**config.mk**
```make
export PLATFORM = sky130hd
export DESIGN_NAME = pst_top
export DESIGN_NICKNAME = d
export VERILOG_FILES = /design/src/logic/pst_tx_enc.v /design/src/logic/pst_rx_dec.v /design/src/logic/pst_top.v
export VERILOG_INCLUDE_DIRS = /design/src /design/src/logic
export SDC_FILE = /design/constraint.sdc
export NUM_CORES = 1
export LEC_CHECK = 0
export BUFFER_PORTS_ARGS = -buffer_cell sky130_fd_sc_hd__clkbuf_2
export CORE_ASPECT_RATIO = 1.75
export CORE_MARGIN = 2
export CORE_UTILIZATION = 37
export CTS_CLUSTER_DIAMETER = 40
export CTS_CLUSTER_SIZE = 20
export DETAILED_ROUTE_END_ITERATION = 7
export SLEW_MARGIN = 15
export SYNTH_ARGS = -nofsm -noshare
export SYNTH_HDL_FRONTEND = slang
export SYNTH_HIERARCHICAL = 1
export SYNTH_SLANG_ARGS = --single-unit
```
**constraint.sdc**
```tcl
create_clock -name CORE_CLK -period 1.8 [get_ports CORE_CLK]
set_clock_uncertainty 0.05 [all_clocks]
set_input_delay 0.18 -clock CORE_CLK [delete_from_list [all_inputs] [get_ports CORE_CLK]]
set_output_delay 0.18 -clock CORE_CLK [all_outputs]
set_load 0.1 [all_outputs]
```
**src/logic/pst_regs.vh**
```
// Constants for strap capture and fast nibble line coding.
`ifndef PST_REGS_VH
`define PST_REGS_VH

`define PST_CORE_MHZ 50
`define PST_LINK_NS 160
`define PST_NIB_CYC ((`PST_LINK_NS * `PST_CORE_MHZ) / 1000)
`define PST_BIT_CYC (`PST_NIB_CYC / 4)
`define PST_STRAP_WAIT 3'h3
`define PST_ADDR_RST 5'h01
`define PST_PU_RST 1'h1
`define PST_PD_RST 1'h0
`define PST_CTRL_SPEED 13
`define PST_CTRL_ANEG 12
`define PST_CTRL_DUPLEX 8
`define PST_ADV_100FD 8
`define PST_ADV_100HD 7
`define PST_ADV_10FD 6
`define PST_ADV_10HD 5
`define PST_ADV_SEL 0
`define PST_ACT_BITS 5'h10
`define PST_TX_SAMPLE 3'h2
// Idle pin levels: the pulled-up straps and the power pin read high.
`define PST_PIN_IDLE 21'h010e80

`endif

```
**src/logic/pst_tx_enc.v**
```verilog
// Transmit serializer with NRZI and three-level line encoder.
`timescale 1ns/1ns
`include "pst_regs.vh"

module pst_tx_enc (
  input wire clk, // Core clock.
  input wire rstn, // Asynchronous reset, active low.
  input wire enable, // Low holds the line at zero level.
  input wire bit_en, // One-cycle pulse per line bit.
  input wire nib_load, // Loads the next nibble after the last bit.
  input wire [3:0] nibble, // Nibble to send, bit 0 first.
  output wire tx_pos, // Line at positive level.
  output wire tx_neg // Line at negative level.
);

  reg [3:0] shift_reg;
  reg nrzi_reg;
  reg [1:0] mlt_reg;
  wire nrzi_next;

  // NRZI toggles on every NRZ one.
  assign nrzi_next = nrzi_reg ^ shift_reg[0];

  always @(posedge clk or negedge rstn) begin
    if (!rstn) begin
      shift_reg <= 4'h0;
      nrzi_reg <= 1'b0;
      mlt_reg <= 2'h0;
    end else if (!enable) begin
      shift_reg <= 4'h0;
      nrzi_reg <= 1'b0;
      mlt_reg <= 2'h0;
    end else if (bit_en) begin
      if (nib_load) begin
        shift_reg <= nibble;
      end else begin
        shift_reg <= {1'b0, shift_reg[3:1]};
      end
      nrzi_reg <= nrzi_next;
      if (nrzi_next) begin
        mlt_reg <= mlt_reg + 2'h1;
      end
    end
  end

  // Sequence zero, positive, zero, negative.
  assign tx_pos = (mlt_reg == 2'h1);
  assign tx_neg = (mlt_reg == 2'h3);

endmodule

```
**src/logic/pst_rx_dec.v**
```verilog
// Receive level decoder, bit clock recovery and nibble builder.
`timescale 1ns/1ns
`include "pst_regs.vh"

module pst_rx_dec (
  input wire clk, // Core clock.
  input wire rstn, // Asynchronous reset, active low.
  input wire enable, // Low forces the stored line levels to zero.
  input wire line_pos, // Line at positive level.
  input wire line_neg, // Line at negative level.
  output reg rxc, // Receive nibble clock.
  output reg [3:0] rxd, // Receive nibble.
  output wire active // Steps seen in recent bits.
);

  localparam [31:0] BIT_LAST_W = `PST_BIT_CYC - 1;
  localparam [2:0] BIT_LAST = BIT_LAST_W[2:0];

  reg [1:0] lvl_reg;
  reg [1:0] lvl_bit_reg;
  reg [2:0] phase_reg;
  reg nrzi_reg;
  reg [3:0] shift_reg;
  reg [1:0] bit_cnt_reg;
  reg [4:0] act_reg;
  wire [1:0] lvl;
  wire strobe;
  wire nrzi;
  wire nrz;

  assign lvl = {line_pos, line_neg};
  // Level change realigns the bit strobe; otherwise it free runs.
  assign strobe = (lvl != lvl_reg) || (phase_reg == BIT_LAST);
  assign nrzi = (lvl != lvl_bit_reg);
  assign nrz = nrzi ^ nrzi_reg;
  assign active = (act_reg != 5'h00);

  always @(posedge clk or negedge rstn) begin
    if (!rstn) begin
      lvl_reg <= 2'h0;
      lvl_bit_reg <= 2'h0;
      phase_reg <= 3'h0;
      nrzi_reg <= 1'b0;
      shift_reg <= 4'h0;
      bit_cnt_reg <= 2'h0;
      act_reg <= 5'h00;
      rxc <= 1'b0;
      rxd <= 4'h0;
    end else begin
      lvl_reg <= enable ? lvl : 2'h0;
      if (!strobe) begin
        phase_reg <= phase_reg + 3'h1;
      end else begin
        phase_reg <= 3'h0;
        lvl_bit_reg <= enable ? lvl : 2'h0;
        nrzi_reg <= nrzi;
        shift_reg <= {nrz, shift_reg[3:1]};
        bit_cnt_reg <= bit_cnt_reg + 2'h1;
        rxc <= bit_cnt_reg[0] ^ bit_cnt_reg[1];
        if (nrzi) begin
          act_reg <= `PST_ACT_BITS;
        end else if (act_reg != 5'h00) begin
          act_reg <= act_reg - 5'h01;
        end
        if (bit_cnt_reg == 2'h3) begin
          rxd <= {nrz, shift_reg[3:1]};
        end
      end
    end
  end

endmodule

```
**src/logic/pst_top.v**
```verilog
// Strap capture and fast nibble datapath of the transceiver.
`timescale 1ns/1ns
`include "pst_regs.vh"

module pst_top (
  input wire CORE_CLK, // Core clock, 50 MHz.
  input wire RSTN, // Asynchronous reset, active low.
  input wire [3:0] RXD_I, // Address straps 4:1 during reset.
  output reg [3:0] RXD_O, // Receive nibble.
  output wire RXD_OE, // Receive nibble drive enable.
  input wire INT_N_I, // Address strap 0 during reset.
  output wire INT_N_O, // Interrupt, idle high.
  output wire INT_N_OE, // Interrupt drive enable.
  input wire RX_DV_I, // Loopback strap during reset.
  output reg RX_DV_O, // Receive data valid.
  output wire RX_DV_OE, // Data valid drive enable.
  input wire RX_ER_I, // Isolate strap during reset.
  output reg RX_ER_O, // Receive error.
  output wire RX_ER_OE, // Receive error drive enable.
  input wire COL_I, // Reduced interface strap during reset.
  output reg COL_O, // Collision.
  output wire COL_OE, // Collision drive enable.
  input wire CRS_I, // Back-to-back strap during reset.
  output reg CRS_O, // Carrier sense.
  output wire CRS_OE, // Carrier sense drive enable.
  input wire LED_SPEED_I, // Speed strap during reset.
  output reg LED_SPEED_O, // Speed indicator, low for fast.
  output wire LED_SPEED_OE, // Speed indicator drive enable.
  input wire LED_DUPLEX_I, // Duplex strap during reset.
  output reg LED_DUPLEX_O, // Duplex indicator, low for full.
  output wire LED_DUPLEX_OE, // Duplex indicator drive enable.
  input wire LED_ACT_I, // Negotiation strap during reset.
  output reg LED_ACT_O, // Activity indicator, low when active.
  output wire LED_ACT_OE, // Activity indicator drive enable.
  input wire FIBER_MODE_ENABLE_I, // Fiber mode strap.
  input wire POWER_DOWN_N, // Power down, active low.
  output reg TXC, // Transmit nibble clock.
  input wire [3:0] TXD, // Transmit nibble.
  input wire TX_EN, // Transmit enable.
  output wire RXC, // Receive nibble clock.
  output wire TX_POS, // Line driven to positive level.
  output wire TX_NEG, // Line driven to negative level.
  input wire RX_POS, // Line seen at positive level.
  input wire RX_NEG, // Line seen at negative level.
  output reg STRAP_DONE, // Straps have been captured.
  output reg [4:0] STRAP_MGMT_ADDRESS, // Captured management address.
  output reg CODING_LAYER_LOOPBACK, // Loopback mode.
  output reg ISOLATE_MODE, // Isolate mode.
  output reg RMII_MODE, // Reduced interface mode.
  output reg REDUCED_BACK_TO_BACK, // Back-to-back mode.
  output reg FIBER_MODE_ENABLE, // Fiber mode.
  output wire FAR_END_FAULT_DISABLE, // Far-end fault signalling off.
  output reg POWER_DOWN, // Power-down mode.
  output wire [15:0] CTRL_WORD, // Control word with strap bits.
  output wire [15:0] ADV_WORD // Advertisement word.
);

  localparam [31:0] NIB_LAST_W = `PST_NIB_CYC - 1;
  localparam [2:0] NIB_LAST = NIB_LAST_W[2:0];

  // Every asynchronous input passes two flip-flops.
  wire [20:0] pin_in;
  reg [20:0] sync1_reg;
  reg [20:0] sync2_reg;

  assign pin_in = {RXD_I, INT_N_I, RX_DV_I, RX_ER_I, COL_I, CRS_I,
                   LED_SPEED_I, LED_DUPLEX_I, LED_ACT_I,
                   FIBER_MODE_ENABLE_I, POWER_DOWN_N, TXD, TX_EN,
                   RX_POS, RX_NEG};

  always @(posedge CORE_CLK or negedge RSTN) begin
    if (!RSTN) begin
      // Idle levels keep power-down from pulsing just after reset.
      sync1_reg <= `PST_PIN_IDLE;
      sync2_reg <= `PST_PIN_IDLE;
    end else begin
      sync1_reg <= pin_in;
      sync2_reg <= sync1_reg;
    end
  end

  wire [4:0] addr_s;
  wire lpbk_s;
  wire iso_s;
  wire rmii_s;
  wire btb_s;
  wire speed_select_strap;
  wire duplex_s;
  wire autoneg_enable_strap;
  wire fiber_s;
  wire power_down_n;
  wire [3:0] txd_s;
  wire tx_en_s;
  wire rx_pos_s;
  wire rx_neg_s;

  assign addr_s = sync2_reg[20:16];
  assign lpbk_s = sync2_reg[15];
  assign iso_s = sync2_reg[14];
  assign rmii_s = sync2_reg[13];
  assign btb_s = sync2_reg[12];
  assign speed_select_strap = sync2_reg[11];
  assign duplex_s = sync2_reg[10];
  assign autoneg_enable_strap = sync2_reg[9];
  assign fiber_s = sync2_reg[8];
  assign power_down_n = sync2_reg[7];
  assign txd_s = sync2_reg[6:3];
  assign tx_en_s = sync2_reg[2];
  assign rx_pos_s = sync2_reg[1];
  assign rx_neg_s = sync2_reg[0];

  // Straps are caught once the synchroniser holds post-release values.
  reg [2:0] strap_cnt_reg;
  wire strap_take;

  assign strap_take = !STRAP_DONE && (strap_cnt_reg == `PST_STRAP_WAIT);

  always @(posedge CORE_CLK or negedge RSTN) begin
    if (!RSTN) begin
      strap_cnt_reg <= 3'h0;
      STRAP_DONE <= 1'b0;
    end else if (!STRAP_DONE) begin
      strap_cnt_reg <= strap_cnt_reg + 3'h1;
      if (strap_take) begin
        STRAP_DONE <= 1'b1;
      end
    end
  end

  reg speed_reg;
  reg duplex_reg;
  reg aneg_reg;

  always @(posedge CORE_CLK or negedge RSTN) begin
    if (!RSTN) begin
      STRAP_MGMT_ADDRESS <= `PST_ADDR_RST;
      CODING_LAYER_LOOPBACK <= `PST_PD_RST;
      ISOLATE_MODE <= `PST_PD_RST;
      RMII_MODE <= `PST_PD_RST;
      REDUCED_BACK_TO_BACK <= `PST_PD_RST;
      FIBER_MODE_ENABLE <= `PST_PD_RST;
      speed_reg <= `PST_PU_RST;
      duplex_reg <= `PST_PU_RST;
      aneg_reg <= `PST_PU_RST;
    end else if (strap_take) begin
      // Later activity on the shared pins leaves these untouched.
      STRAP_MGMT_ADDRESS <= addr_s;
      CODING_LAYER_LOOPBACK <= lpbk_s;
      ISOLATE_MODE <= iso_s;
      RMII_MODE <= rmii_s;
      REDUCED_BACK_TO_BACK <= btb_s;
      FIBER_MODE_ENABLE <= fiber_s;
      speed_reg <= speed_select_strap;
      duplex_reg <= duplex_s;
      aneg_reg <= autoneg_enable_strap;
    end
  end

  // In fiber mode the speed strap means fault signalling, not speed.
  wire speed_100;

  assign speed_100 = FIBER_MODE_ENABLE | speed_reg;
  assign FAR_END_FAULT_DISABLE = FIBER_MODE_ENABLE & ~speed_reg;

  assign CTRL_WORD = {2'h0, speed_100, aneg_reg, 3'h0, duplex_reg,
                      8'h00};

  wire [15:0] adv;

  assign adv[15:`PST_ADV_100FD + 1] = 7'h00;
  // Advertised speed follows the strap itself, not the fiber override.
  assign adv[`PST_ADV_100FD] = speed_reg & duplex_reg;
  assign adv[`PST_ADV_100HD] = speed_reg;
  assign adv[`PST_ADV_10FD] = duplex_reg;
  assign adv[`PST_ADV_10HD] = 1'b1;
  assign adv[`PST_ADV_10HD - 1:`PST_ADV_SEL + 1] = 4'h0;
  assign adv[`PST_ADV_SEL] = 1'b1;
  assign ADV_WORD = adv;

  always @(posedge CORE_CLK or negedge RSTN) begin
    if (!RSTN) begin
      POWER_DOWN <= 1'b0;
    end else begin
      POWER_DOWN <= ~power_down_n;
    end
  end

  // Nibble timing from the reference; runs with or without line data.
  reg [2:0] nib_cnt_reg;
  reg [3:0] tx_hold_reg;
  reg tx_en_hold_reg;
  wire bit_en;
  wire nib_load;

  assign bit_en = nib_cnt_reg[0];
  assign nib_load = (nib_cnt_reg == NIB_LAST);

  always @(posedge CORE_CLK or negedge RSTN) begin
    if (!RSTN) begin
      nib_cnt_reg <= 3'h0;
      TXC <= 1'b0;
      tx_hold_reg <= 4'h0;
      tx_en_hold_reg <= 1'b0;
    end else begin
      nib_cnt_reg <= nib_cnt_reg + 3'h1;
      TXC <= ~nib_cnt_reg[2];
      // Value present at the rising TXC, seen through the synchroniser.
      if (nib_cnt_reg == `PST_TX_SAMPLE) begin
        tx_hold_reg <= tx_en_s ? txd_s : 4'h0;
        tx_en_hold_reg <= tx_en_s;
      end
    end
  end

  wire tx_pos_w;
  wire tx_neg_w;

  pst_tx_enc pst_tx_enc_i (
    .clk(CORE_CLK),
    .rstn(RSTN),
    .enable(~POWER_DOWN),
    .bit_en(bit_en),
    .nib_load(nib_load),
    .nibble(tx_hold_reg),
    .tx_pos(tx_pos_w),
    .tx_neg(tx_neg_w)
  );

  // Loopback keeps the line quiet and feeds the receiver internally.
  assign TX_POS = tx_pos_w & ~CODING_LAYER_LOOPBACK;
  assign TX_NEG = tx_neg_w & ~CODING_LAYER_LOOPBACK;

  wire line_pos;
  wire line_neg;
  wire [3:0] rx_nib;
  wire rx_active;
  wire rxc_w;

  assign line_pos = CODING_LAYER_LOOPBACK ? tx_pos_w : rx_pos_s;
  assign line_neg = CODING_LAYER_LOOPBACK ? tx_neg_w : rx_neg_s;

  pst_rx_dec pst_rx_dec_i (
    .clk(CORE_CLK),
    .rstn(RSTN),
    .enable(~POWER_DOWN),
    .line_pos(line_pos),
    .line_neg(line_neg),
    .rxc(rxc_w),
    .rxd(rx_nib),
    .active(rx_active)
  );

  assign RXC = rxc_w;

  always @(posedge CORE_CLK or negedge RSTN) begin
    if (!RSTN) begin
      RXD_O <= 4'h0;
      RX_DV_O <= 1'b0;
      RX_ER_O <= 1'b0;
      CRS_O <= 1'b0;
      COL_O <= 1'b0;
      LED_SPEED_O <= 1'b1;
      LED_DUPLEX_O <= 1'b1;
      LED_ACT_O <= 1'b1;
    end else begin
      RXD_O <= rx_nib;
      RX_DV_O <= rx_active;
      RX_ER_O <= 1'b0;
      CRS_O <= rx_active | tx_en_hold_reg;
      COL_O <= rx_active & tx_en_hold_reg & ~duplex_reg;
      LED_SPEED_O <= ~speed_100;
      LED_DUPLEX_O <= ~duplex_reg;
      LED_ACT_O <= ~(rx_active | tx_en_hold_reg);
    end
  end

  // Shared pins stay inputs until straps are caught.
  wire mii_oe;

  assign mii_oe = STRAP_DONE & ~ISOLATE_MODE;
  assign RXD_OE = mii_oe;
  assign RX_DV_OE = mii_oe;
  assign RX_ER_OE = mii_oe;
  assign COL_OE = mii_oe;
  assign CRS_OE = mii_oe;
  assign INT_N_O = 1'b1;
  assign INT_N_OE = STRAP_DONE;
  assign LED_SPEED_OE = STRAP_DONE;
  assign LED_DUPLEX_OE = STRAP_DONE;
  assign LED_ACT_OE = STRAP_DONE;

endmodule

```
==> results summary, run 1 <==
The synthesized design devotes to its leading area cell type between 50% and 60% of total area. The largest stage delay on the critical path came out at ~0.4 ns. Data arrives at the worst endpoint at a little under 2 ns. The die is about 140 um tall.

The flow ran to the end, but the final reports show violations. The clock slew seen by the registers of the worst setup and hold paths is 0.07 ns. The die outline width is 84.4 um. The total congestion overflow after global routing is 0. For this design, the sink count on the clock tree is ~110. The final weighted congestion in routability-driven placement came out at roughly 0.75.

The final sum of negative setup slack is -0.0631 ns. The area of the core is 0.0111 mm^2. The post-route standard cell area excluding fillers is approximately 0.0053 mm^2. The ratio of cells with drive above 1 in the final layout came out at a little over two fifths. Counting I/O delays and the setup requirement, the final critical path takes 1.82 ns. Sorting the synthesized cells by area gives the leading types as sky130_fd_sc_hd__dfrtp_1 54%, sky130_fd_sc_hd__dfstp_2 11%, sky130_fd_sc_hd__buf_4 7.3%, sky130_fd_sc_hd__mux2_2 4.6%, sky130_fd_sc_hd__mux2_4 3.6%. The clock latency at the later pin of the worst-skew pair is roughly 0.34 ns. The total clock buffers created by CTS is 9. Dividing the detail-routed via count by the number of cells gives 4.31. The number of max-capacitance violations reported is 0. Summed over all instances, the cell type with the most area after synthesis is sky130_fd_sc_hd__dfrtp_1. The post-synthesis xor/xnor area fraction is roughly 2.1%. The detailed-router iteration count before antenna repair came out at 4. The mean routed wirelength per cell is around 13 um. The final cell count without fillers came out at around 520. The critical path class is register to register.

Walking the worst path, the cells encountered are ha_2 > mux2_4 > xnor2_4 > nand3_4 > buf_6 > mux2_4. By instance count, the cell type seen most on the critical path is sky130_fd_sc_hd__mux2_4. The number of filler cells placed in the layout came out at between 1000 and 1500. Of the synthesized area, sequential elements account for 65.0%. Setup repair after global routing could not meet its margin everywhere.

The total power density per cell area is roughly 1400 mW/mm^2. The number of antenna violations at the first check in global routing is 0. The total number of placement rows came out at just over 50. The max-slew violation count came out at 0. The total of buffers placed on input and output ports is 64.

The slowest stage of the critical path is the sky130_fd_sc_hd__dfrtp_1 cell. The H-tree generated during clock tree synthesis spans 3 levels. For this run, the post-layout net count is between 400 and 500.

Setup violations remaining at the end of the flow were counted as 8. The compound-gate portion of the synthesized area came out at under 10%. The top-level I/O count came out at 93. The number of vias in the routed layout came out at about 2300. The number of antenna diodes in the final layout is 0.

Measured against its own limit, the worst slew margin works out to 62.3%. The simple-gate share of the synthesized area is approximately 6.4%. The nature of the critical path startpoint is a register. The largest family of logic cells by synthesized area is buffers and inverters. The maximum number of pins on one net before global-route repair is 32.

The count of yosys warnings during synthesis is 6. The worst setup path is captured at a register. The number of hold-slack violations in the final timing report is 0. In this run the critical register-to-register path is launched from pst_tx_enc_i/mlt_reg[0]$_DFFE_PN0P_.

The count of different cell masters after synthesis is 40. The total wire length is 6.70 mm. The area enclosed by the die boundary came out at approximately 0.012 mm^2. Dividing the final minimum period by the clock period gives 101%. The multiplexer share of the synthesized area came out at under 10%. The flip-flop and latch count after synthesis is approximately 110. The mean instance size in the synthesized netlist is 14.4 um^2.

For the worst setup path, the data required time is 1.97 ns. The cell count after synthesis came out at 291. The synthesized netlist occupies a cell area of around 0.0042 mm^2.

The post-detailed-placement cell area is about 0.0047 mm^2. The root cell of the clock tree is sky130_fd_sc_hd__clkbuf_16. Summing all multi-input logic gate instances after layout gives between 0.001 and 0.0015 mm^2.

The min-delay analysis places its worst path in the category input pin to async pin. For this design the static power due to leakage is 2.57 nW. The clock tree from TritonCTS is done. The largest fanout of any net on the critical path came out at 4. Across the whole layout, storage elements account for roughly 0.0027 mm^2. Based on the critical path, the design can be clocked at up to between 500 and 600 MHz.

The worst-case IR drop observed on VDD is around 0.0012 V. The wire length of the first global-routing pass is between 10 and 15 mm. For flop-to-flop paths, the worst setup slack is -0.02 ns. The final reports fail on setup timing.

The via count of the first global-routing pass came to roughly 2300. The area growth from synthesis to layout is 26.5%. The count of cells along the worst register-to-register path is 6. The initial cell density of the core is ~38%. The global router's overall resource usage is between 10% and 20%. The HPWL after detailed placement is between 4 and 5 mm. In this run the critical register-to-register path is captured at pst_rx_dec_i/shift_reg[1]$_DFFE_PN0P_. The worst-margin pin slew came out at around 0.57 ns. The worst hold slack is between 0.2 and 0.3 ns. The post-route antenna net violation count came out at 0.

The first-iteration detailed-routing DRC count is 63. The adder and majority gate portion of the synthesized area is around 3.3%. In the post-route analysis, the smallest setup slack over all paths is -0.0193 ns. For this run, design rule violations remaining after detail routing come to 0. The instance count after placement with tap cells included came out at 483. The clock passes through at most 2 buffers.
==> repair_timing <==
| item | 4_1_cts | 5_1_grt |
|---|---|---|
| endpoints found under the hold margin | 47 | 0 |
| resized for setup | 12 | 9 |
| setup endpoints to repair | 15 | 20 |
| pin swaps | 2 | 2 |
| hold buffers | 22 | 0 |
| setup buffers | 1 | 0 |
==> cell families after synthesis <==
group           count (synthesis)
xor+xnor                       10
other cells                     2
compound gates                 20
flops                         108
simple gates                   42
mux                            34
fa+ha+maj                      11
buf+inv                        64
==> cells in the mapped netlist, drive strengths merged <==
master and number:
nor2b 6, buf 46, or2 4, a211oi 1, a22o 1, nor3 1
nor2 7, a21bo 1, mux2 27, nand4 1, conb 2, nand4b 1
nand3 3, o21ai 8, inv 18, xor2 5, and2 4, dfrtp 91
and3 1, xnor2 5, mux2i 7, ha 11, dfstp 17, nand2b 4
nand2 9, o2bb2ai 3, or3 1, a21oi 6
==> layout make-up <==
type                    count  area share [%]
clock inverters             5            1.61
well taps                 132            3.12
clock buffers              11            4.39
repair buffers            103            13.4
multi-input cells         145            24.6
inverters                  18            1.28
flip-flops and latches    108            51.6
==> cell usage in the layout (no fill, tap or decap), types with 6 or more instances in the layout <==
cell                            instances
sky130_fd_sc_hd__buf_4                 15
sky130_fd_sc_hd__nor2_1                 6
sky130_fd_sc_hd__clkbuf_16              9
sky130_fd_sc_hd__mux2i_1                7
sky130_fd_sc_hd__a21oi_1                6
sky130_fd_sc_hd__dfrtp_1               87
sky130_fd_sc_hd__dfstp_2               17
sky130_fd_sc_hd__dlygate4sd3_1         22
sky130_fd_sc_hd__conb_1                28
sky130_fd_sc_hd__mux2_4                22
sky130_fd_sc_hd__inv_1                 18
sky130_fd_sc_hd__clkbuf_2              56
sky130_fd_sc_hd__ha_1                   9
sky130_fd_sc_hd__nand2_1                8
==> critical path: cells and delay by family, from the launching register on <==
kind / cells / cell delay [ns]
xor+xnor: 1 / 0.16
fa+ha+maj: 1 / 0.20
buf+inv: 1 / 0.16
flops: 1 / 0.40
mux: 2 / 0.59
simple gates: 1 / 0.13
==> metal layers <==
metal | GRT usage (%) | share of wire [%] | wire length (um)
met5 | 0 | 0 | 0
met4 | 6.77 | 2.0 | 134
met3 | 2.55 | 4.0 | 269
met2 | 20.7 | 56 | 3780
met1 | 13.2 | 38 | 2510
==> stage by stage <==
step / util [%] / setup slack, ns / total power [mW]
after floorplan: - / -0.0969 / 4.73
after global placement: 42.1 / 0.0115 / 4.98
after detailed placement: 42.1 / -0.0370 / 5.02
after CTS: 47.5 / -0.0299 / 7.26
after global routing: 47.7 / -0.0847 / 7.55
final: 47.7 / -0.0193 / 7.21
==> power by group <==
part / total (mW) / internal [mW] / switching, mW
clock: 2.08 / 1.23 / 0.850
sequential: 2.97 / 2.77 / 0.198
combinational: 2.16 / 0.643 / 1.52
==> worst max path at each step <==
stage | startpoint | to
floorplan | INT_N_OE$_DFF_PN0_ | CRS_OE
global placement | pst_tx_enc_i/mlt_reg[0]$_DFFE_PN0P_ | pst_rx_dec_i/rxd[0]$_DFFE_PN0P_
detailed placement | pst_tx_enc_i/mlt_reg[0]$_DFFE_PN0P_ | pst_rx_dec_i/shift_reg[1]$_DFFE_PN0P_
CTS | pst_tx_enc_i/mlt_reg[1]$_DFFE_PN0P_ | pst_rx_dec_i/shift_reg[1]$_DFFE_PN0P_
global route | pst_tx_enc_i/mlt_reg[1]$_DFFE_PN0P_ | pst_rx_dec_i/shift_reg[1]$_DFFE_PN0P_
finish | pst_tx_enc_i/mlt_reg[0]$_DFFE_PN0P_ | pst_rx_dec_i/shift_reg[1]$_DFFE_PN0P_
Note: power is estimated with default switching activity, not from simulation.
==> inputs of run 2 (changes only) <==
--- a/config.mk
+++ b/config.mk
@@ -16,5 +16,4 @@
 export SLEW_MARGIN = 15
 export SYNTH_ARGS = -nofsm -noshare
 export SYNTH_HDL_FRONTEND = slang
-export SYNTH_HIERARCHICAL = 1
 export SYNTH_SLANG_ARGS = --single-unit
==> results summary, run 2 <==
The critical path class is register to register. The detailed-router iteration count before antenna repair came out at 4 (unchanged). The top-level I/O count is 93 (unchanged).

The routed length on met2 is 3.60 mm (-4.6%). The wire length of the first global-routing pass was 11.0 mm (about the same). The share of synthesized flip-flops with an asynchronous set or reset came out at 100% (unchanged). The share of synthesized area occupied by flip-flops and latches is 66.8% (+1.8 points). The die outline width is 83.4 um (-1.3%). In this run the worst hold path is classified as input pin to async pin. The flip-flop and latch count after synthesis is 108 (unchanged).

The area enclosed by the die boundary is 0.0119 mm^2 (-2.6%). The fraction of the core area covered by cells at the end of the flow was 48.0% (+0.26 points). The HPWL after detailed placement is 4.55 mm (-2.6%). The mean routed wirelength per cell was 12.1 um (-5.4%).

The worst setup margin was -0.0939 ns (-0.0746 ns). The clock slew seen by the registers of the worst setup and hold paths was 0.07 ns (about the same). The max-slew violation count came out at 0 (unchanged). The via count of the first global-routing pass is 2300 (+1.3%). By count the netlist is led by 91 x sky130_fd_sc_hd__dfrtp_1, 41 x sky130_fd_sc_hd__buf_4, 29 x sky130_fd_sc_hd__nand2_1, 17 x sky130_fd_sc_hd__dfstp_2.

The growth of design area from synthesis to finish is 25.9%. The switching part of the total power came out at 36.2% (+0.65 points). The sequential cell fraction of total power came to 42.8% (+1.6 points). The setup slack of the worst register-to-register path came out at -0.09 ns (-0.07 ns). The share of power burned in combinational logic is 29.1% (-0.9 points).

The achievable clock frequency came to 528 MHz (-3.9%). The leakage power total came out at 2.51 nW (-2.4%). The maximum number of pins on one net before global-route repair came out at 56 (+75%). The ratio of routed vias to standard cells came out at 4.33 (+0.44%).

The chip height is 143 um (-1.3%). The total power density per cell area was 1340 mW/mm^2 (-1.7%). The count of flip-flops with a built-in enable after synthesis was 0 (unchanged). The global router's overall resource usage was 11.9% (+0.14 points). The flow ran to the end, but the final reports show violations. The mean instance size in the synthesized netlist was 13.5 um^2 (-6.5%). The checks that failed: setup timing.

Summed over all instances, the cell type with the most area after synthesis is sky130_fd_sc_hd__dfrtp_1. The net switching power came out at 2.49 mW (-3.1%). The final weighted congestion in routability-driven placement is 0.705 (-6.6%). The area of the core came out at 0.0107 mm^2 (-3.7%). The count of different cell masters after synthesis is 33 (-18%).

The clock latency at the later pin of the worst-skew pair is 0.34 ns (about the same). The most common cell after layout, fill and taps aside is sky130_fd_sc_hd__dfrtp_1. The worst-margin pin slew is 0.559 ns (-0.00927 ns).

The count of yosys warnings during synthesis came out at 0 (-6). The required time reported for the critical path endpoint came out at 1.97 ns (about the same). The worst slew margin relative to its limit is 62.9% (+0.62 points).

The initial cell density of the core is 38.1% (+0.39 points). The total congestion overflow after global routing came out at 0 (unchanged). CTS placed an instance of sky130_fd_sc_hd__clkbuf_16 at the clock tree root. The total clock buffers created by CTS came out at 9 (unchanged). The post-route antenna net violation count is 0 (unchanged). The DRC violation count after routing is 0 (unchanged). The worst path arrival time is 2.07 ns (+0.08 ns).

Among all cell types in the netlist, the one instantiated most often is sky130_fd_sc_hd__dfrtp_1. The cell area after technology mapping came out at 0.00408 mm^2 (-2.7%). The post-synthesis instance total came out at 303 (+4.1%). The total of buffers placed on input and output ports is 64 (unchanged). Sorting the synthesized cells by area gives the leading types as sky130_fd_sc_hd__dfrtp_1 56%, sky130_fd_sc_hd__dfstp_2 11%, sky130_fd_sc_hd__buf_4 7.5%, sky130_fd_sc_hd__mux2_2 3.9%, sky130_fd_sc_hd__ha_1 3.4%. The number of antenna violations at the first check in global routing is 0 (unchanged). The worst-case clock buffer depth came out at 2 (unchanged).

The wire length on met1 came out at 2.43 mm (-3.4%). STA classifies the critical path startpoint as a register. The clock group share of total power is 28.1% (-0.8 points). The layout net count came out at 433 (+3.3%). The clock sink count is 108 (unchanged). The post-route clock period utilization came out at 105% (+4.1 points). The length of routed met3 wiring is 269 um (unchanged). The total number of placement rows is 50 (-2.0%). Leaving out fill and tap cells, the most frequent cells in the layout are 87 x sky130_fd_sc_hd__dfrtp_1, 58 x sky130_fd_sc_hd__clkbuf_2, 29 x sky130_fd_sc_hd__nand2_1. The proportion of netlist area held by the largest area contributor came out at 55.8% (+1.5 points). Routed signal wires occupy layers up through met4. The number of vias in the routed layout came out at 2314 (+2.8%).

The most frequently used flop master after synthesis is sky130_fd_sc_hd__dfrtp_1. The largest fanout of any net on the critical path is 4 (unchanged). The worst voltage drop across the vdd grid is 0.000851 V (-27%).

The deepest level of the CTS H-tree is 3 (unchanged). The number of max-capacitance violations reported is 0 (unchanged). The cell-internal power was 4.38 mW (-5.8%). TritonCTS built the clock tree. The number of hold-slack violations in the final timing report is 0 (unchanged).

Setup repair after global routing could not meet its margin everywhere. The endpoint class of the critical path is a register. The number of inserted diodes came to 0 (unchanged). The number of filler cells placed in the layout came out at 969 (-4.1%). The number of failing setup endpoints in the final timing report is 8 (unchanged). The first-iteration detailed-routing DRC count came out at 87 (+38%). The ratio of cells with drive above 1 in the final layout was 40.1% (-3.5 points). The total wire length came out at 6.48 mm (-3.2%). The total design power is 6.87 mW (-4.8%). The clock period minus worst slack came out at 1.89 ns (+0.0746 ns).
[run 2: power by group through the flow]
stage	Sequential, mW	Clock (mW)	Combinational (mW)
after global routing	2.99	2.10	2.12
after global placement	2.97	0	1.88
final	2.94	1.93	2.00
after floorplan	3.61	0	0.978
after detailed placement	2.98	0	1.93
after CTS	2.94	1.99	1.99
[run 2: final cells by class]
type,count,area (um^2),area share [%]
repair buffers,106,736,14.3
flip-flops and latches,108,2730,53.3
multi-input cells,161,1160,22.5
well taps,130,163,3.17
clock buffers,10,229,4.46
inverters,13,48.8,0.951
clock inverters,6,65.1,1.27
[run 2: worst paths after layout]
kind	start	endpoint	cells after the start
hold / removal	RSTN	sync1_reg[17]$_DFF_PN0_	2
max in group asynchronous	RSTN	CODING_LAYER_LOOPBACK$_DFFE_PN0P_	3
setup reg to reg	pst_tx_enc_i.mlt_reg[1]$_DFFE_PN0P_	pst_rx_dec_i.rxd[0]$_DFFE_PN0P_	7
setup / recovery	pst_tx_enc_i.mlt_reg[1]$_DFFE_PN0P_	pst_rx_dec_i.rxd[0]$_DFFE_PN0P_	7
min in group CORE_CLK	sync1_reg[0]$_DFF_PN0_	sync2_reg[0]$_DFF_PN0_	0
hold reg to reg	sync1_reg[0]$_DFF_PN0_	sync2_reg[0]$_DFF_PN0_	0
[run 2: logic make-up after synthesis]
logic type / count (synthesis) / synth area share, %
buffers and inverters: 60 / 9.51
AOI/OAI and AO/OA: 20 / 2.67
xor gates and xnor gates: 11 / 2.36
adders and majority gates: 11 / 3.38
muxes: 25 / 7.36
other: 2 / 0.184
and+or+nand+nor: 66 / 7.73
DFF: 108 / 66.8
[run 2: per-layer routing]
metal  GRT usage, %  vias up
met5              0        -
met4           6.82        0
met3           2.66        9
met2           21.4       61
met1           12.9     1151
li1               -     1093
[run 2: critical path, cell delays in order, from the launching register on]
cell and delay [ns]:
sky130_fd_sc_hd__dfrtp_1 0.39, sky130_fd_sc_hd__inv_2 0.07, sky130_fd_sc_hd__ha_4 0.17, sky130_fd_sc_hd__mux2i_4 0.18
sky130_fd_sc_hd__xnor2_2 0.10, sky130_fd_sc_hd__or3_4 0.41, sky130_fd_sc_hd__nand2_4 0.11, sky130_fd_sc_hd__mux2_4 0.30
[run 2: what timing repair did]
item,CTS,global route
pin swaps,3,3
setup buffers,2,0
hold buffers,22,0
resized for setup,8,9
hold endpoints to repair,47,0
setup endpoints to repair,9,22
cloned,0,0
[run 2: per-stage QoR]
step | worst slack (ns) | hold slack, ns | TNS (ns) | instances | area [um^2]
after floorplan | -0.223 | -0.166 | -1.93 | 329 | 4240
after global placement | -0.0388 | 0.0467 | -0.176 | 494 | 4530
after detailed placement | -0.111 | 0.0531 | -0.785 | 494 | 4530
after CTS | -0.0988 | 0.225 | -0.389 | 534 | 5090
after global routing | -0.141 | 0.270 | -1.04 | 534 | 5130
final | -0.0939 | 0.236 | -0.405 | 534 | 5130
==> inputs of run 3 (changes only) <==
--- a/config.mk
+++ b/config.mk
@@ -9,7 +9,7 @@
 export BUFFER_PORTS_ARGS = -buffer_cell sky130_fd_sc_hd__clkbuf_2
 export CORE_ASPECT_RATIO = 1.75
 export CORE_MARGIN = 2
-export CORE_UTILIZATION = 37
+export CORE_UTILIZATION = 25
 export CTS_CLUSTER_DIAMETER = 40
 export CTS_CLUSTER_SIZE = 20
 export DETAILED_ROUTE_END_ITERATION = 7
==> results summary, run 3 (same netlist as run 2, synthesis figures left out) <==
The total congestion overflow after global routing came out at 0 (unchanged). The number of failing setup endpoints in the final timing report is 4 (-4). The clock tree from TritonCTS is done. The first-iteration detailed-routing DRC count is 108 (+24%). The total number of placement rows is 61 (+22%).

The worst slew margin relative to its limit is 63.0% (+0.14 points). The top-level I/O count is 93 (unchanged). The leakage power total came out at 2.51 nW (+0.18%).

The largest fanout of any net on the critical path is 4 (unchanged). The maximum number of pins on one net before global-route repair was 35 (-38%). The min-delay analysis places its worst path in the category input pin to async pin.

The post-placement setup slack is -0.187 ns (-0.0767 ns). The worst setup path is of the register to register kind. The library cells used most frequently in the layout, excluding fill and tap cells, are 87 x sky130_fd_sc_hd__dfrtp_1, 60 x sky130_fd_sc_hd__clkbuf_2, 29 x sky130_fd_sc_hd__nand2_1. The largest stage delay on the critical path was 0.41 ns (about the same). The worst path arrival time came out at 2.03 ns (-0.04 ns). The layout net count came out at 435 (+0.46%).

The number of inserted diodes came out at 0 (unchanged). The number of antenna violations at the first check in global routing is 0 (unchanged). The total power density per cell area came out at 1310 mW/mm^2 (-2.1%). The cell family contributing the most delay on the critical path is multiplexers. The number of hold-slack violations in the final timing report is 0 (unchanged). The count of buffer and inverter cells on the critical path is 0 (-1). The area enclosed by the die boundary is 0.0174 mm^2 (+46%). The detailed-router iteration count before antenna repair came out at 6 (+2).

The mean routed wirelength per cell came out at 11.5 um (-5.0%). The number of max-capacitance violations reported is 0 (unchanged). Setup repair after global routing could not meet its margin everywhere. The max-slew violation count came out at 0 (unchanged). The flow ran to the end, but the final reports show violations. The initial cell density of the core is 25.6% (-13 points). The number of vias in the routed layout came out at 2315 (+0.043%). The wire length of the first global-routing pass came out at 11.5 mm (+4.6%). The instance count after placement with tap cells included is 551 (+12%). The ratio of routed vias to standard cells came out at 3.89 (-10%). Traced cell by cell, the critical path runs through ha_2 > mux2i_2 > xnor2_1 > or3_4 > nand2_4 > mux2_4. The chip height came out at 173 um (+21%). The worst-case clock buffer depth is 2 (unchanged). The HPWL after detailed placement is 4.89 mm (+7.3%).

The ratio of cells with drive above 1 in the final layout is 39.7% (-0.44 points). The via count of the first global-routing pass is 2337 (+1.6%). The endpoint class of the critical path is a register. The worst voltage drop across the vdd grid is 0.000715 V (-16%). The final reports fail on setup timing.

The clock period minus worst slack was 1.85 ns (-0.0439 ns). The total wire length is 6.86 mm (+5.8%). On the critical path, the stage with the largest delay is an instance of sky130_fd_sc_hd__dfrtp_1. The deepest level of the CTS H-tree came out at 3 (unchanged).

The die outline width came out at 101 um (+21%). The final cell count without fillers is 595 (+11%). Leaving out fill and tap cells, the most frequent cell in the layout is sky130_fd_sc_hd__dfrtp_1. The total clock buffers created by CTS is 9 (unchanged). The post-route antenna net violation count came to 0 (unchanged). The DRC violation count after routing came out at 0 (unchanged). The fraction of the core area covered by cells at the end of the flow came out at 32.6% (-15 points). The clock sink count came out at 108 (unchanged).

The global router's overall resource usage came out at 8.56% (-3.4 points). The worst-margin pin slew is 0.557 ns (-0.00218 ns). The final weighted congestion in routability-driven placement is 0.716 (+1.5%). The area of the core came out at 0.0160 mm^2 (+49%). The total of buffers placed on input and output ports came to 64 (unchanged). The post-route clock period utilization is 103% (-2.4 points). The tree is rooted in a sky130_fd_sc_hd__clkbuf_16. The required time reported for the critical path endpoint came out at 1.98 ns (about the same). The worst setup margin is -0.0500 ns (+0.0439 ns). The clock latency at the later pin of the worst-skew pair is 0.34 ns (about the same). The clock slew seen by the registers of the worst setup and hold paths came out at 0.08 ns (about the same). The worst hold slack is 0.286 ns (+0.0503 ns). The achievable clock frequency is 541 MHz (+2.4%). The growth of design area from synthesis to finish came out at 27.6%.

The worst setup path is launched from a register.
run 3: cell count changes in the layout (fill, tap and decap cells not counted), moves of 2 or more:
cell and delta:
sky130_fd_sc_hd__clkinv_2 -2, sky130_fd_sc_hd__inv_6 +3, sky130_fd_sc_hd__buf_6 +2, sky130_fd_sc_hd__clkbuf_2 +2, sky130_fd_sc_hd__buf_2 -2
run 3: metal layers:
layer / part of all wire, % / track usage (%) / vias up
met2: 53 / 14.4 / 66
met5: 0 / 0 / -
met1: 40 / 9.73 / 1141
met4: 2.6 / 4.62 / 0
li1: - / - / 1095
met3: 4.4 / 2.22 / 13
run 3: final timing paths:
path	startpoint	to	slack, ns	cells past startpoint
worst min register to register	sync1_reg[15]$_DFF_PN0_	sync2_reg[15]$_DFF_PN0_	0.30	0
worst min-delay path	RSTN	RXD_O[2]$_DFF_PN0_	0.29	2
worst max-delay path	pst_tx_enc_i.mlt_reg[0]$_DFFE_PN0P_	pst_rx_dec_i.rxd[3]$_DFFE_PN0P_	-0.05	6
worst max register to register	pst_tx_enc_i.mlt_reg[0]$_DFFE_PN0P_	pst_rx_dec_i.rxd[3]$_DFFE_PN0P_	-0.05	6
max in group asynchronous	RSTN	sync2_reg[9]$_DFF_PN1_	0.82	3
min in group CORE_CLK	sync1_reg[15]$_DFF_PN0_	sync2_reg[15]$_DFF_PN0_	0.30	0
run 3: cell type report:
cell class	count	area (um^2)
fillers	1578	10700
flip-flops and latches	108	2730
multi-input cells	161	1150
repair buffers	108	758
well taps	189	236
clock buffers	11	233
inverters	13	48.8
clock inverters	5	43.8
run 3: worst reg2reg max path, cell delays in order, from the launching register on:
cell and delay (ns):
sky130_fd_sc_hd__dfrtp_1 0.41, sky130_fd_sc_hd__ha_2 0.21, sky130_fd_sc_hd__mux2i_2 0.19, sky130_fd_sc_hd__xnor2_1 0.10, sky130_fd_sc_hd__or3_4 0.38, sky130_fd_sc_hd__nand2_4 0.11
sky130_fd_sc_hd__mux2_4 0.30
run 3: what timing repair did:
action	CTS	global route
buffers inserted	4	2
resized for setup	5	11
pin swaps	2	3
hold buffers	22	0
hold endpoints to repair	46	0
endpoints found under the setup margin	10	14
run 3: metrics by stage:
| step | power [mW] | setup TNS [ns] | cell area [um^2] |
|---|---|---|---|
| global placement | 4.83 | -0.331 | 4590 |
| floorplan | 4.58 | -1.93 | 4240 |
| finish | 6.82 | -0.184 | 5200 |
| CTS | 6.85 | -0.251 | 5130 |
| detailed placement | 4.90 | -1.01 | 4590 |
| global route | 7.18 | -0.928 | 5200 |
run 3: power by group:
group	total, mW	internal, mW	switching (mW)
sequential	2.95	2.76	0.184
combinational	2.03	0.550	1.48
clock	1.84	0.963	0.880
total	6.82	4.28	2.54
